## config.mk

```make
export PLATFORM = sky130hd
export DESIGN_NAME = pcr_top
export DESIGN_NICKNAME = d
export VERILOG_FILES = /design/src/rtl/pcr_pkg.sv /design/src/rtl/pcr_reset_sync.sv /design/src/rtl/pcr_pad_reg.sv /design/src/rtl/pcr_top.sv
export VERILOG_INCLUDE_DIRS = /design/src /design/src/rtl
export SDC_FILE = /design/constraint.sdc
export NUM_CORES = 1
export LEC_CHECK = 0
export BUFFER_PORTS_ARGS = -buffer_cell sky130_fd_sc_hd__buf_2
export CORE_MARGIN = 5
export CORE_UTILIZATION = 40
export DETAILED_ROUTE_END_ITERATION = 7
export HOLD_SLACK_MARGIN = 0.1
export PLACE_DENSITY = 0.69
export SLEW_MARGIN = 20
export SYNTH_ARGS = -nofsm -noshare
export SYNTH_HDL_FRONTEND = slang
export SYNTH_HIERARCHICAL = 1
export SYNTH_SLANG_ARGS = --single-unit
```

## constraint.sdc

```tcl
create_clock -name ref_clk -period 3 [get_ports ref_clk]
set_input_delay 0.3 -clock ref_clk [delete_from_list [all_inputs] [get_ports ref_clk]]
set_output_delay 0.3 -clock ref_clk [all_outputs]
set_load 0.02 [all_outputs]
```

## src/rtl/pcr_params.svh

```systemverilog
// Constants of the pad configuration and soft reset register bank.
// Assumes a 16-bit register address and 16-bit register data.
`ifndef PCR_PARAMS_SVH
`define PCR_PARAMS_SVH

// ********************************************************************
// Register widths
// ********************************************************************
`define PCR_ADDR_W             16
`define PCR_DATA_W             16

// ********************************************************************
// Register offsets
// ********************************************************************
`define PCR_MASTER_DATA_OUT_OFS 16'hf7a0
`define PCR_MULTIPURPOSE6_OFS   16'hf7a1
`define PCR_MULTIPURPOSE7_OFS   16'hf7a2
`define PCR_CLOCK_OUTPUT_OFS    16'hf7a3
`define PCR_CONTROL_RESET_OFS   16'hf890
`define PCR_CLOCKGEN_FIRST_OFS  16'hf000
`define PCR_CLOCKGEN_LAST_OFS   16'hf006

// ********************************************************************
// Reset values
// ********************************************************************
`define PCR_MASTER_DATA_OUT_RST 16'h0018
`define PCR_MULTIPURPOSE6_RST   16'h0018
`define PCR_MULTIPURPOSE7_RST   16'h0018
`define PCR_CLOCK_OUTPUT_RST    16'h0008
`define PCR_CONTROL_RESET_RST   16'h0001

// ********************************************************************
// Field positions
// ********************************************************************
`define PCR_PULL_BIT           4
`define PCR_SLEW_MSB           3
`define PCR_SLEW_LSB           2
`define PCR_DRIVE_MSB          1
`define PCR_DRIVE_LSB          0
`define PCR_RUN_N_BIT          0

`endif

```

## src/rtl/pcr_pkg.sv

```systemverilog
// Types shared by the pad configuration and soft reset register bank.
// Assumes pcr_params.svh is on the include path.
`default_nettype none
`include "pcr_params.svh"

package pcr_pkg;

	// Slave control port mode; four-wire is left only by hardware reset
	typedef enum logic {
		PCR_MODE_TWO_WIRE,
		PCR_MODE_FOUR_WIRE
	} pcr_mode_t;

	typedef logic [`PCR_DATA_W-1:0] pcr_word_t;
	typedef logic [`PCR_ADDR_W-1:0] pcr_addr_t;

endpackage : pcr_pkg

`default_nettype wire

```

## src/rtl/pcr_reset_sync.sv

```systemverilog
// Two-stage release synchroniser for the active-low hardware reset.
// Assumes the reset input may fall at any time relative to the clock.
`default_nettype none
`include "pcr_params.svh"

module pcr_reset_sync
	import pcr_pkg::*;
(
	input  wire logic ref_clk,     // Bank clock
	input  wire logic rstn,        // Raw hardware reset, active low
	output logic      rst_sync_n   // Released two edges after rstn rises
);

	typedef struct packed {
		logic meta;
		logic sync;
	} pcr_sync_state_t;

	pcr_sync_state_t state;
	pcr_sync_state_t next_state;

	// Shift a one in; the first stage feeds only the second
	always_comb begin
		next_state.meta = 1'b1;
		next_state.sync = state.meta;
	end

	// Asserts at once, releases on the clock
	always_ff @(posedge ref_clk or negedge rstn) begin
		if (!rstn) begin
			state <= '0;
		end else begin
			state <= next_state;
		end
	end

	assign rst_sync_n = state.sync;

endmodule : pcr_reset_sync

`default_nettype wire

```

## src/rtl/pcr_pad_reg.sv

```systemverilog
// One 16-bit pad configuration register with hardware and soft reset.
// Assumes the caller decodes the address into wr_en.
`default_nettype none
`include "pcr_params.svh"

module pcr_pad_reg
	import pcr_pkg::*;
#(
	parameter pcr_word_t RESET_VALUE = `PCR_MASTER_DATA_OUT_RST
) (
	input  wire logic      ref_clk,      // Bank clock
	input  wire logic      rst_n,        // Synchronised hardware reset
	input  wire logic      soft_rst_act, // Soft reset held, forces default
	input  wire logic      wr_en,        // Write strobe for this register
	input  wire pcr_word_t wr_data,      // Write data
	output pcr_word_t      value         // Stored register value
);

	typedef struct packed {
		pcr_word_t value;
	} pcr_pad_state_t;

	pcr_pad_state_t state;
	pcr_pad_state_t next_state;

	// Soft reset wins over a write so the pad stays at default while held
	always_comb begin
		next_state = state;
		if (soft_rst_act) begin
			next_state.value = RESET_VALUE;
		end else if (wr_en) begin
			next_state.value = wr_data;
		end
	end

	always_ff @(posedge ref_clk or negedge rst_n) begin
		if (!rst_n) begin
			state.value <= RESET_VALUE;
		end else begin
			state <= next_state;
		end
	end

	assign value = state.value;

endmodule : pcr_pad_reg

`default_nettype wire

```

## src/rtl/pcr_top.sv

```systemverilog
// Pad configuration registers and the soft reset control register.
// Assumes a simple synchronous register port from the slave control
// ports, one access per cycle, and pad cells taking static levels.
//
// Notes on behaviour
// - Master data out pad register, 0xf7a0, 0x0018.
// - Multipurpose six pad register, 0xf7a1, 0x0018.
// - Multipurpose seven pad register, 0xf7a2, 0x0018.
// - Clock output pad register, 0xf7a3, 0x0008.
// - Slew bits 3:2, drive bits 1:0.
// - Bit 4 enables pull resistor.
// - Reserved pad bits read and write.
// - Soft reset register at 0xf890, 0x0001.
// - Bit 0 low holds soft reset.
// - Soft reset defaults all but clockgen, panic.
// - Slave ports and clockgen writes keep working.
// - Four-wire mode survives soft reset.
// - Only hardware reset returns to two-wire.
// - Soft reset resembles holding hardware reset.
`default_nettype none
`include "pcr_params.svh"

module pcr_top
	import pcr_pkg::*;
(
	input  wire logic      ref_clk,                   // Bank clock, 250 MHz
	input  wire logic      rstn,                      // Hardware reset pin, active low
	// Register port from the slave control ports
	input  wire pcr_addr_t reg_addr,                  // Register address
	input  wire logic      reg_wr_en,                 // Write strobe, one cycle
	input  wire pcr_word_t reg_wr_data,               // Write data
	input  wire logic      reg_rd_en,                 // Read strobe, one cycle
	output pcr_word_t      reg_rd_data,               // Read data, registered
	output logic           reg_rd_valid,              // Read data valid pulse
	// Slave mode selection
	input  wire logic      four_wire_select,          // Pulse: four-wire protocol seen
	output logic           four_wire_mode,            // Level: four-wire slave mode
	// Reset distribution
	output logic           soft_reset_active,         // Level: soft reset held
	output logic           control_reg_rst_n,         // Reset for ordinary control regs
	output logic           retained_reg_rst_n,        // Reset for clockgen and panic regs
	output logic           clockgen_wr_sel,           // Write hits clockgen range
	// Master data out pin pad
	output logic           master_data_out_pullup_en, // Pull-up enable
	output logic [1:0]     master_data_out_slew_sel,  // Slew code
	output logic [1:0]     master_data_out_drive_sel, // Drive code
	// Multipurpose pin six pad
	output logic           multipurpose6_pulldown_en, // Pull-down enable
	output logic [1:0]     multipurpose6_slew_sel,    // Slew code
	output logic [1:0]     multipurpose6_drive_sel,   // Drive code
	// Multipurpose pin seven pad
	output logic           multipurpose7_pulldown_en, // Pull-down enable
	output logic [1:0]     multipurpose7_slew_sel,    // Slew code
	output logic [1:0]     multipurpose7_drive_sel,   // Drive code
	// Clock output pin pad
	output logic           clock_output_pulldown_en,  // Pull-down enable
	output logic [1:0]     clock_output_slew_sel,     // Slew code
	output logic [1:0]     clock_output_drive_sel     // Drive code
);

	// ****************************************************************
	// Reset release
	// ****************************************************************

	logic rst_n;

	// Every flip-flop below uses the synchronised copy
	pcr_reset_sync u_reset_sync (
		.ref_clk    (ref_clk),
		.rstn       (rstn),
		.rst_sync_n (rst_n)
	);

	// ****************************************************************
	// Bank state
	// ****************************************************************

	typedef struct packed {
		pcr_word_t control_reset_ctrl; // Soft reset register, all bits stored
		pcr_word_t rd_data;            // Captured read data
		logic      rd_valid;           // Read answer pulse
		pcr_mode_t mode;               // Slave control port mode
	} pcr_state_t;

	pcr_state_t state;
	pcr_state_t next_state;

	// ****************************************************************
	// Address decode
	// ****************************************************************

	logic      wr_master_data_out;
	logic      wr_multipurpose6;
	logic      wr_multipurpose7;
	logic      wr_clock_output;
	logic      wr_control_reset;
	logic      soft_act;
	pcr_word_t master_data_out_pad_cfg;
	pcr_word_t multipurpose6_pad_cfg;
	pcr_word_t multipurpose7_pad_cfg;
	pcr_word_t clock_output_pad_cfg;

	// One strobe per register; the port itself never sees soft reset
	assign wr_master_data_out = reg_wr_en && (reg_addr == `PCR_MASTER_DATA_OUT_OFS);
	assign wr_multipurpose6   = reg_wr_en && (reg_addr == `PCR_MULTIPURPOSE6_OFS);
	assign wr_multipurpose7   = reg_wr_en && (reg_addr == `PCR_MULTIPURPOSE7_OFS);
	assign wr_clock_output    = reg_wr_en && (reg_addr == `PCR_CLOCK_OUTPUT_OFS);
	assign wr_control_reset   = reg_wr_en && (reg_addr == `PCR_CONTROL_RESET_OFS);

	// Clockgen writes pass through even while soft reset is held
	assign clockgen_wr_sel = reg_wr_en
		&& (reg_addr >= `PCR_CLOCKGEN_FIRST_OFS)
		&& (reg_addr <= `PCR_CLOCKGEN_LAST_OFS);

	// Active-low run bit; a zero holds the bank in soft reset
	assign soft_act = ~state.control_reset_ctrl[`PCR_RUN_N_BIT];

	// ****************************************************************
	// Pad configuration registers
	// ****************************************************************

	// Pull-up pad; forced to default while soft reset is held
	pcr_pad_reg #(
		.RESET_VALUE (`PCR_MASTER_DATA_OUT_RST)
	) u_master_data_out (
		.ref_clk      (ref_clk),
		.rst_n        (rst_n),
		.soft_rst_act (soft_act),
		.wr_en        (wr_master_data_out),
		.wr_data      (reg_wr_data),
		.value        (master_data_out_pad_cfg)
	);

	// Pull-down pad, pull enabled after reset
	pcr_pad_reg #(
		.RESET_VALUE (`PCR_MULTIPURPOSE6_RST)
	) u_multipurpose6 (
		.ref_clk      (ref_clk),
		.rst_n        (rst_n),
		.soft_rst_act (soft_act),
		.wr_en        (wr_multipurpose6),
		.wr_data      (reg_wr_data),
		.value        (multipurpose6_pad_cfg)
	);

	// Pull-down pad, pull enabled after reset
	pcr_pad_reg #(
		.RESET_VALUE (`PCR_MULTIPURPOSE7_RST)
	) u_multipurpose7 (
		.ref_clk      (ref_clk),
		.rst_n        (rst_n),
		.soft_rst_act (soft_act),
		.wr_en        (wr_multipurpose7),
		.wr_data      (reg_wr_data),
		.value        (multipurpose7_pad_cfg)
	);

	// Pull-down pad, pull disabled after reset so the clock is not loaded
	pcr_pad_reg #(
		.RESET_VALUE (`PCR_CLOCK_OUTPUT_RST)
	) u_clock_output (
		.ref_clk      (ref_clk),
		.rst_n        (rst_n),
		.soft_rst_act (soft_act),
		.wr_en        (wr_clock_output),
		.wr_data      (reg_wr_data),
		.value        (clock_output_pad_cfg)
	);

	// ****************************************************************
	// Next-state logic
	// ****************************************************************

	// Soft reset register, read path and slave mode in one place
	always_comb begin
		next_state          = state;
		next_state.rd_valid = reg_rd_en;

		// Soft reset register stays writable so software can leave the state
		if (wr_control_reset) begin
			next_state.control_reset_ctrl = reg_wr_data;
		end

		// Reads keep answering during soft reset; unmapped reads give zero
		if (reg_rd_en) begin
			case (reg_addr)
				`PCR_MASTER_DATA_OUT_OFS: next_state.rd_data = master_data_out_pad_cfg;
				`PCR_MULTIPURPOSE6_OFS:   next_state.rd_data = multipurpose6_pad_cfg;
				`PCR_MULTIPURPOSE7_OFS:   next_state.rd_data = multipurpose7_pad_cfg;
				`PCR_CLOCK_OUTPUT_OFS:    next_state.rd_data = clock_output_pad_cfg;
				`PCR_CONTROL_RESET_OFS:   next_state.rd_data = state.control_reset_ctrl;
				default:                  next_state.rd_data = '0;
			endcase
		end

		// Four-wire mode is sticky; soft reset has no say in it
		case (state.mode)
			PCR_MODE_TWO_WIRE: begin
				if (four_wire_select) begin
					next_state.mode = PCR_MODE_FOUR_WIRE;
				end
			end
			PCR_MODE_FOUR_WIRE: begin
				next_state.mode = PCR_MODE_FOUR_WIRE;
			end
			default: begin
				next_state.mode = PCR_MODE_TWO_WIRE;
			end
		endcase
	end

	// ****************************************************************
	// State register
	// ****************************************************************

	// Only the hardware reset returns the mode to two-wire
	always_ff @(posedge ref_clk or negedge rst_n) begin
		if (!rst_n) begin
			state.control_reset_ctrl <= `PCR_CONTROL_RESET_RST;
			state.rd_data            <= '0;
			state.rd_valid           <= 1'b0;
			state.mode               <= PCR_MODE_TWO_WIRE;
		end else begin
			state <= next_state;
		end
	end

	// ****************************************************************
	// Reset distribution
	// ****************************************************************

	// Ordinary control registers see soft reset like the reset pin;
	// clockgen and panic registers see the pin alone and keep contents
	assign soft_reset_active  = soft_act;
	assign control_reg_rst_n  = rst_n & ~soft_act;
	assign retained_reg_rst_n = rst_n;

	// ****************************************************************
	// Register port outputs
	// ****************************************************************

	assign reg_rd_data    = state.rd_data;
	assign reg_rd_valid   = state.rd_valid;
	assign four_wire_mode = (state.mode == PCR_MODE_FOUR_WIRE);

	// ****************************************************************
	// Pad cell levels
	// ****************************************************************

	// Fields go straight from the stored words, so pads never glitch
	assign master_data_out_pullup_en = master_data_out_pad_cfg[`PCR_PULL_BIT];
	assign master_data_out_slew_sel  = master_data_out_pad_cfg[`PCR_SLEW_MSB:`PCR_SLEW_LSB];
	assign master_data_out_drive_sel = master_data_out_pad_cfg[`PCR_DRIVE_MSB:`PCR_DRIVE_LSB];

	assign multipurpose6_pulldown_en = multipurpose6_pad_cfg[`PCR_PULL_BIT];
	assign multipurpose6_slew_sel    = multipurpose6_pad_cfg[`PCR_SLEW_MSB:`PCR_SLEW_LSB];
	assign multipurpose6_drive_sel   = multipurpose6_pad_cfg[`PCR_DRIVE_MSB:`PCR_DRIVE_LSB];

	assign multipurpose7_pulldown_en = multipurpose7_pad_cfg[`PCR_PULL_BIT];
	assign multipurpose7_slew_sel    = multipurpose7_pad_cfg[`PCR_SLEW_MSB:`PCR_SLEW_LSB];
	assign multipurpose7_drive_sel   = multipurpose7_pad_cfg[`PCR_DRIVE_MSB:`PCR_DRIVE_LSB];

	assign clock_output_pulldown_en  = clock_output_pad_cfg[`PCR_PULL_BIT];
	assign clock_output_slew_sel     = clock_output_pad_cfg[`PCR_SLEW_MSB:`PCR_SLEW_LSB];
	assign clock_output_drive_sel    = clock_output_pad_cfg[`PCR_DRIVE_MSB:`PCR_DRIVE_LSB];

endmodule : pcr_top

`default_nettype wire

```

==> flow_summary.yaml <==
drt:
  via_per_inst: 5.27
  vias: 3370
  drc_errors: 0
  post_drt_wl_per_cell_um: 17.9
  ant_nets: 0
  drtIter0Drc: 269
  first_pass_iters: 4
  routed_wirelength_um: 11400
critical_path:
  crit_path_end_kind: "flip-flop"
  crit_buf_inv: 3
  path_class: "input pin to flip-flop"
  slowest_stage: "or3_4"
  r2r_cells: 3
  crit_chain: "buf_2 > or3_4 > nor4_2 > buf_4 > and3_1 > buf_4 > nor2b_1 > a211o_1"
  reg2reg_to: "u_multipurpose6/value[3]"
  worstPathMaxFanout: 18
  worst-r2r-setup-slack_ns: 1.59
  cp.arrival_ns: 2.21
  crit_top_cell: "buf_4"
  slowest_delay_ns: 0.40
  start_kind: "input pin"
  cp.required_ns: 3.26
  crit_family: "simple AND/OR/NAND/NOR gates"
  regToRegStartpoint: "state[18]"
sta:
  final.setup.tns_ns: 0
  hold_slack_ns: 0.149
  slew_viol_final: 0
  hold_violations: 0
  setup_viol_count_final: 0
  grt_setup_unrepaired: "no"
  fin_crit_sh_pct: 64.8
  slew_headroom_pct: 63.2
  timing_worst_slew_pin_value_ns: 0.553
  post-route-min-period_ns: 1.94
  max_freq_mhz: 515
  fin_worst_skew_ns: 0.00563
worst_hold_path:
  hold_end: "four_wire_mode"
  whs_path_depth: 2
  hp-start: "four_wire_select"
  min_path_type: "input pin to flip-flop"
floorplanning:
  start_util_pct: 40.8
  die_x_um: 120
  die_area_mm2: 0.0145
  ios: 79
  core_mm2: 0.0120
  die_y_um: 120
  rows: 40
grt:
  grtUsageMet3_pct: 3.32
  busiest_layer: "met2"
  grt_start_max_net_pins: 37
  grt_pass1_wl_um: 19100
  antenna_found_initial: 1
  overflow: 0
  grtUsageMet1_pct: 23.7
  use_met2_pct: 25.2
  grt_usage_pct: 16.7
  grt_pass1_vias: 3524
synth:
  synth_top_area_share_pct: 47.2
  postSynthCellCount: 431
  muxShareOfSynthArea_pct: 19.1
  synth_compound_area_share_pct: 8.65
  synthXorXnorAreaFrac_pct: 0
  synth-adder-area-share_pct: 0
  synth_seq_cells: 100
  avgSynthCellArea_um2: 11.3
  ys_seq_area_share_pct: 51.5
  synth_top_family_by_area: "multiplexers"
  syn_area_mm2: 0.00488
  yosys-top-cells-area: "dfrtp_1 (47%), mux2i_1 (12%), mux2_2 (7.4%)"
  synth_cell_type_count: 35
  yosysTopAreaCell: "dfrtp_1"
  syn_nets: 468
  yosys.area_share.simple_pct: 12.1
  yosysWarnings: 6
clock_tree:
  cts_resized: 0
  clk-insertion-delay-late_ns: 0.34
  cts_tree: "done"
  post_cts_buffers: 0
  cts_num_sinks: 100
  path_clk_slew_ns: 0.06
  root_buffer: "clkbuf_16"
  cts_max_level: 3
  ctsLongestPathBuffers: 2
  cts_buffers: 9
power_and_ir_drop:
  leakage_nw: 2.25
  ir_drop_mv: 0.231
  power.density_mw_per_mm2: 480
placement:
  place_hpwl_um: 8150
  dpl.cell_count: 623
  numPortBuffers: 78
  gp_congestion: 0.787
cells_and_area:
  final_cell_mix: "dfrtp_1 (91), buf_2 (78), nor2_1 (73)"
  final_common_cell: "dfrtp_1"
  layout-drive-gt1-share_pct: 31.3
  nets: 525
  syn2layout_area_growth_pct: 13.2
  instances_no_fill: 639
  n_antenna_cell: 0
  fill_cells: 1067
outcome:
  status: "finished clean"
run:
  cap_viol_max_count: 0
## final cells by class
type	count	area [um2]	area share, %
clock buffers	14	284	5.15
multi-input cells	267	1960	35.4
flip-flops and latches	100	2520	45.6
repair buffers	94	513	9.30
clock inverters	1	5.00	0.0907
well taps	147	184	3.33
inverters	16	60.1	1.09
## flip-flops by register name, indices dropped and copies added (netlist names)
register                 count
u_master_data_out/value     16
state                       16
u_reset_sync/rst_sync_n      1
reg_rd_data                 16
u_reset_sync/next_state      1
u_multipurpose7/value       16
u_clock_output/value        16
four_wire_mode               1
reg_rd_valid                 1
u_multipurpose6/value       16
## synthesized netlist by cell type
| library cell | n |
|---|---|
| a211o_1 | 7 |
| a22oi_1 | 16 |
| a31oi_1 | 16 |
| and2_1 | 1 |
| and3_1 | 2 |
| and4_1 | 2 |
| and4b_1 | 1 |
| buf_1 | 4 |
| buf_12 | 4 |
| buf_2 | 10 |
| buf_4 | 16 |
| buf_6 | 5 |
| clkbuf_1 | 9 |
| conb_1 | 1 |
| dfrtp_1 | 92 |
| dfstp_2 | 8 |
| inv_1 | 16 |
| mux2_2 | 32 |
| mux2i_1 | 57 |
| nand2_1 | 3 |
| nand3_1 | 18 |
| nand4_1 | 1 |
| nand4b_1 | 1 |
| nand4bb_1 | 1 |
| nor2_1 | 74 |
| nor2b_1 | 9 |
| nor3_1 | 1 |
| nor3b_1 | 1 |
| nor4_1 | 2 |
| nor4_2 | 1 |
| nor4_4 | 1 |
| o22a_1 | 16 |
| or2_2 | 1 |
| or3_4 | 1 |
| or4_1 | 1 |
## worst max path at each step
stage | cells after the start | to | slack, ns | from
2_1_floorplan | 8 | u_master_data_out/value[10] | 0.73 | reg_addr[4]
3_3_place_gp | 8 | u_master_data_out/value[4] | 0.80 | reg_addr[4]
3_5_place_dp | 8 | u_master_data_out/value[4] | 0.72 | reg_addr[4]
4_1_cts | 8 | u_master_data_out/value[4] | 1.06 | reg_addr[4]
5_1_grt | 8 | u_master_data_out/value[7] | 0.96 | reg_addr[4]
6_report | 8 | u_master_data_out/value[4] | 1.06 | reg_addr[4]
## kinds of logic (layout without fill, tap and decap cells)
logic type,count (synthesis),after routing
compound gates,55,55
buf+inv,64,125
flops,100,100
mux,89,89
other cells,1,1
simple gates,122,122
## metal layers
| metal | wire length [um] | vias up |
|---|---|---|
| met2 | 5270 | 87 |
| met3 | 682 | 12 |
| met1 | 5270 | 1666 |
| li1 | - | 1603 |
| met5 | 13 | - |
| met4 | 182 | 2 |
## per-stage QoR
stage	total power [mW]	worst slack, ns	instance area (um2)	util, %
2_1_floorplan	1.50	0.733	4880	-
3_3_place_gp	1.56	0.799	5220	43.6
3_5_place_dp	1.57	0.721	5220	43.6
4_1_cts	2.67	1.06	5520	46.1
5_1_grt	2.75	0.963	5520	46.1
6_report	2.65	1.06	5520	46.1
## what timing repair did
item	CTS	global route
endpoints found under the setup margin	0	0
hold buffers	1	0
endpoints found under the hold margin	2	0
## power breakdown
group	internal (mW)	switching [mW]	total [mW]
registers	1.37	0.0170	1.38
logic	0.0504	0.107	0.158
clock network	0.647	0.458	1.11
(Power assumes the default switching activity.)
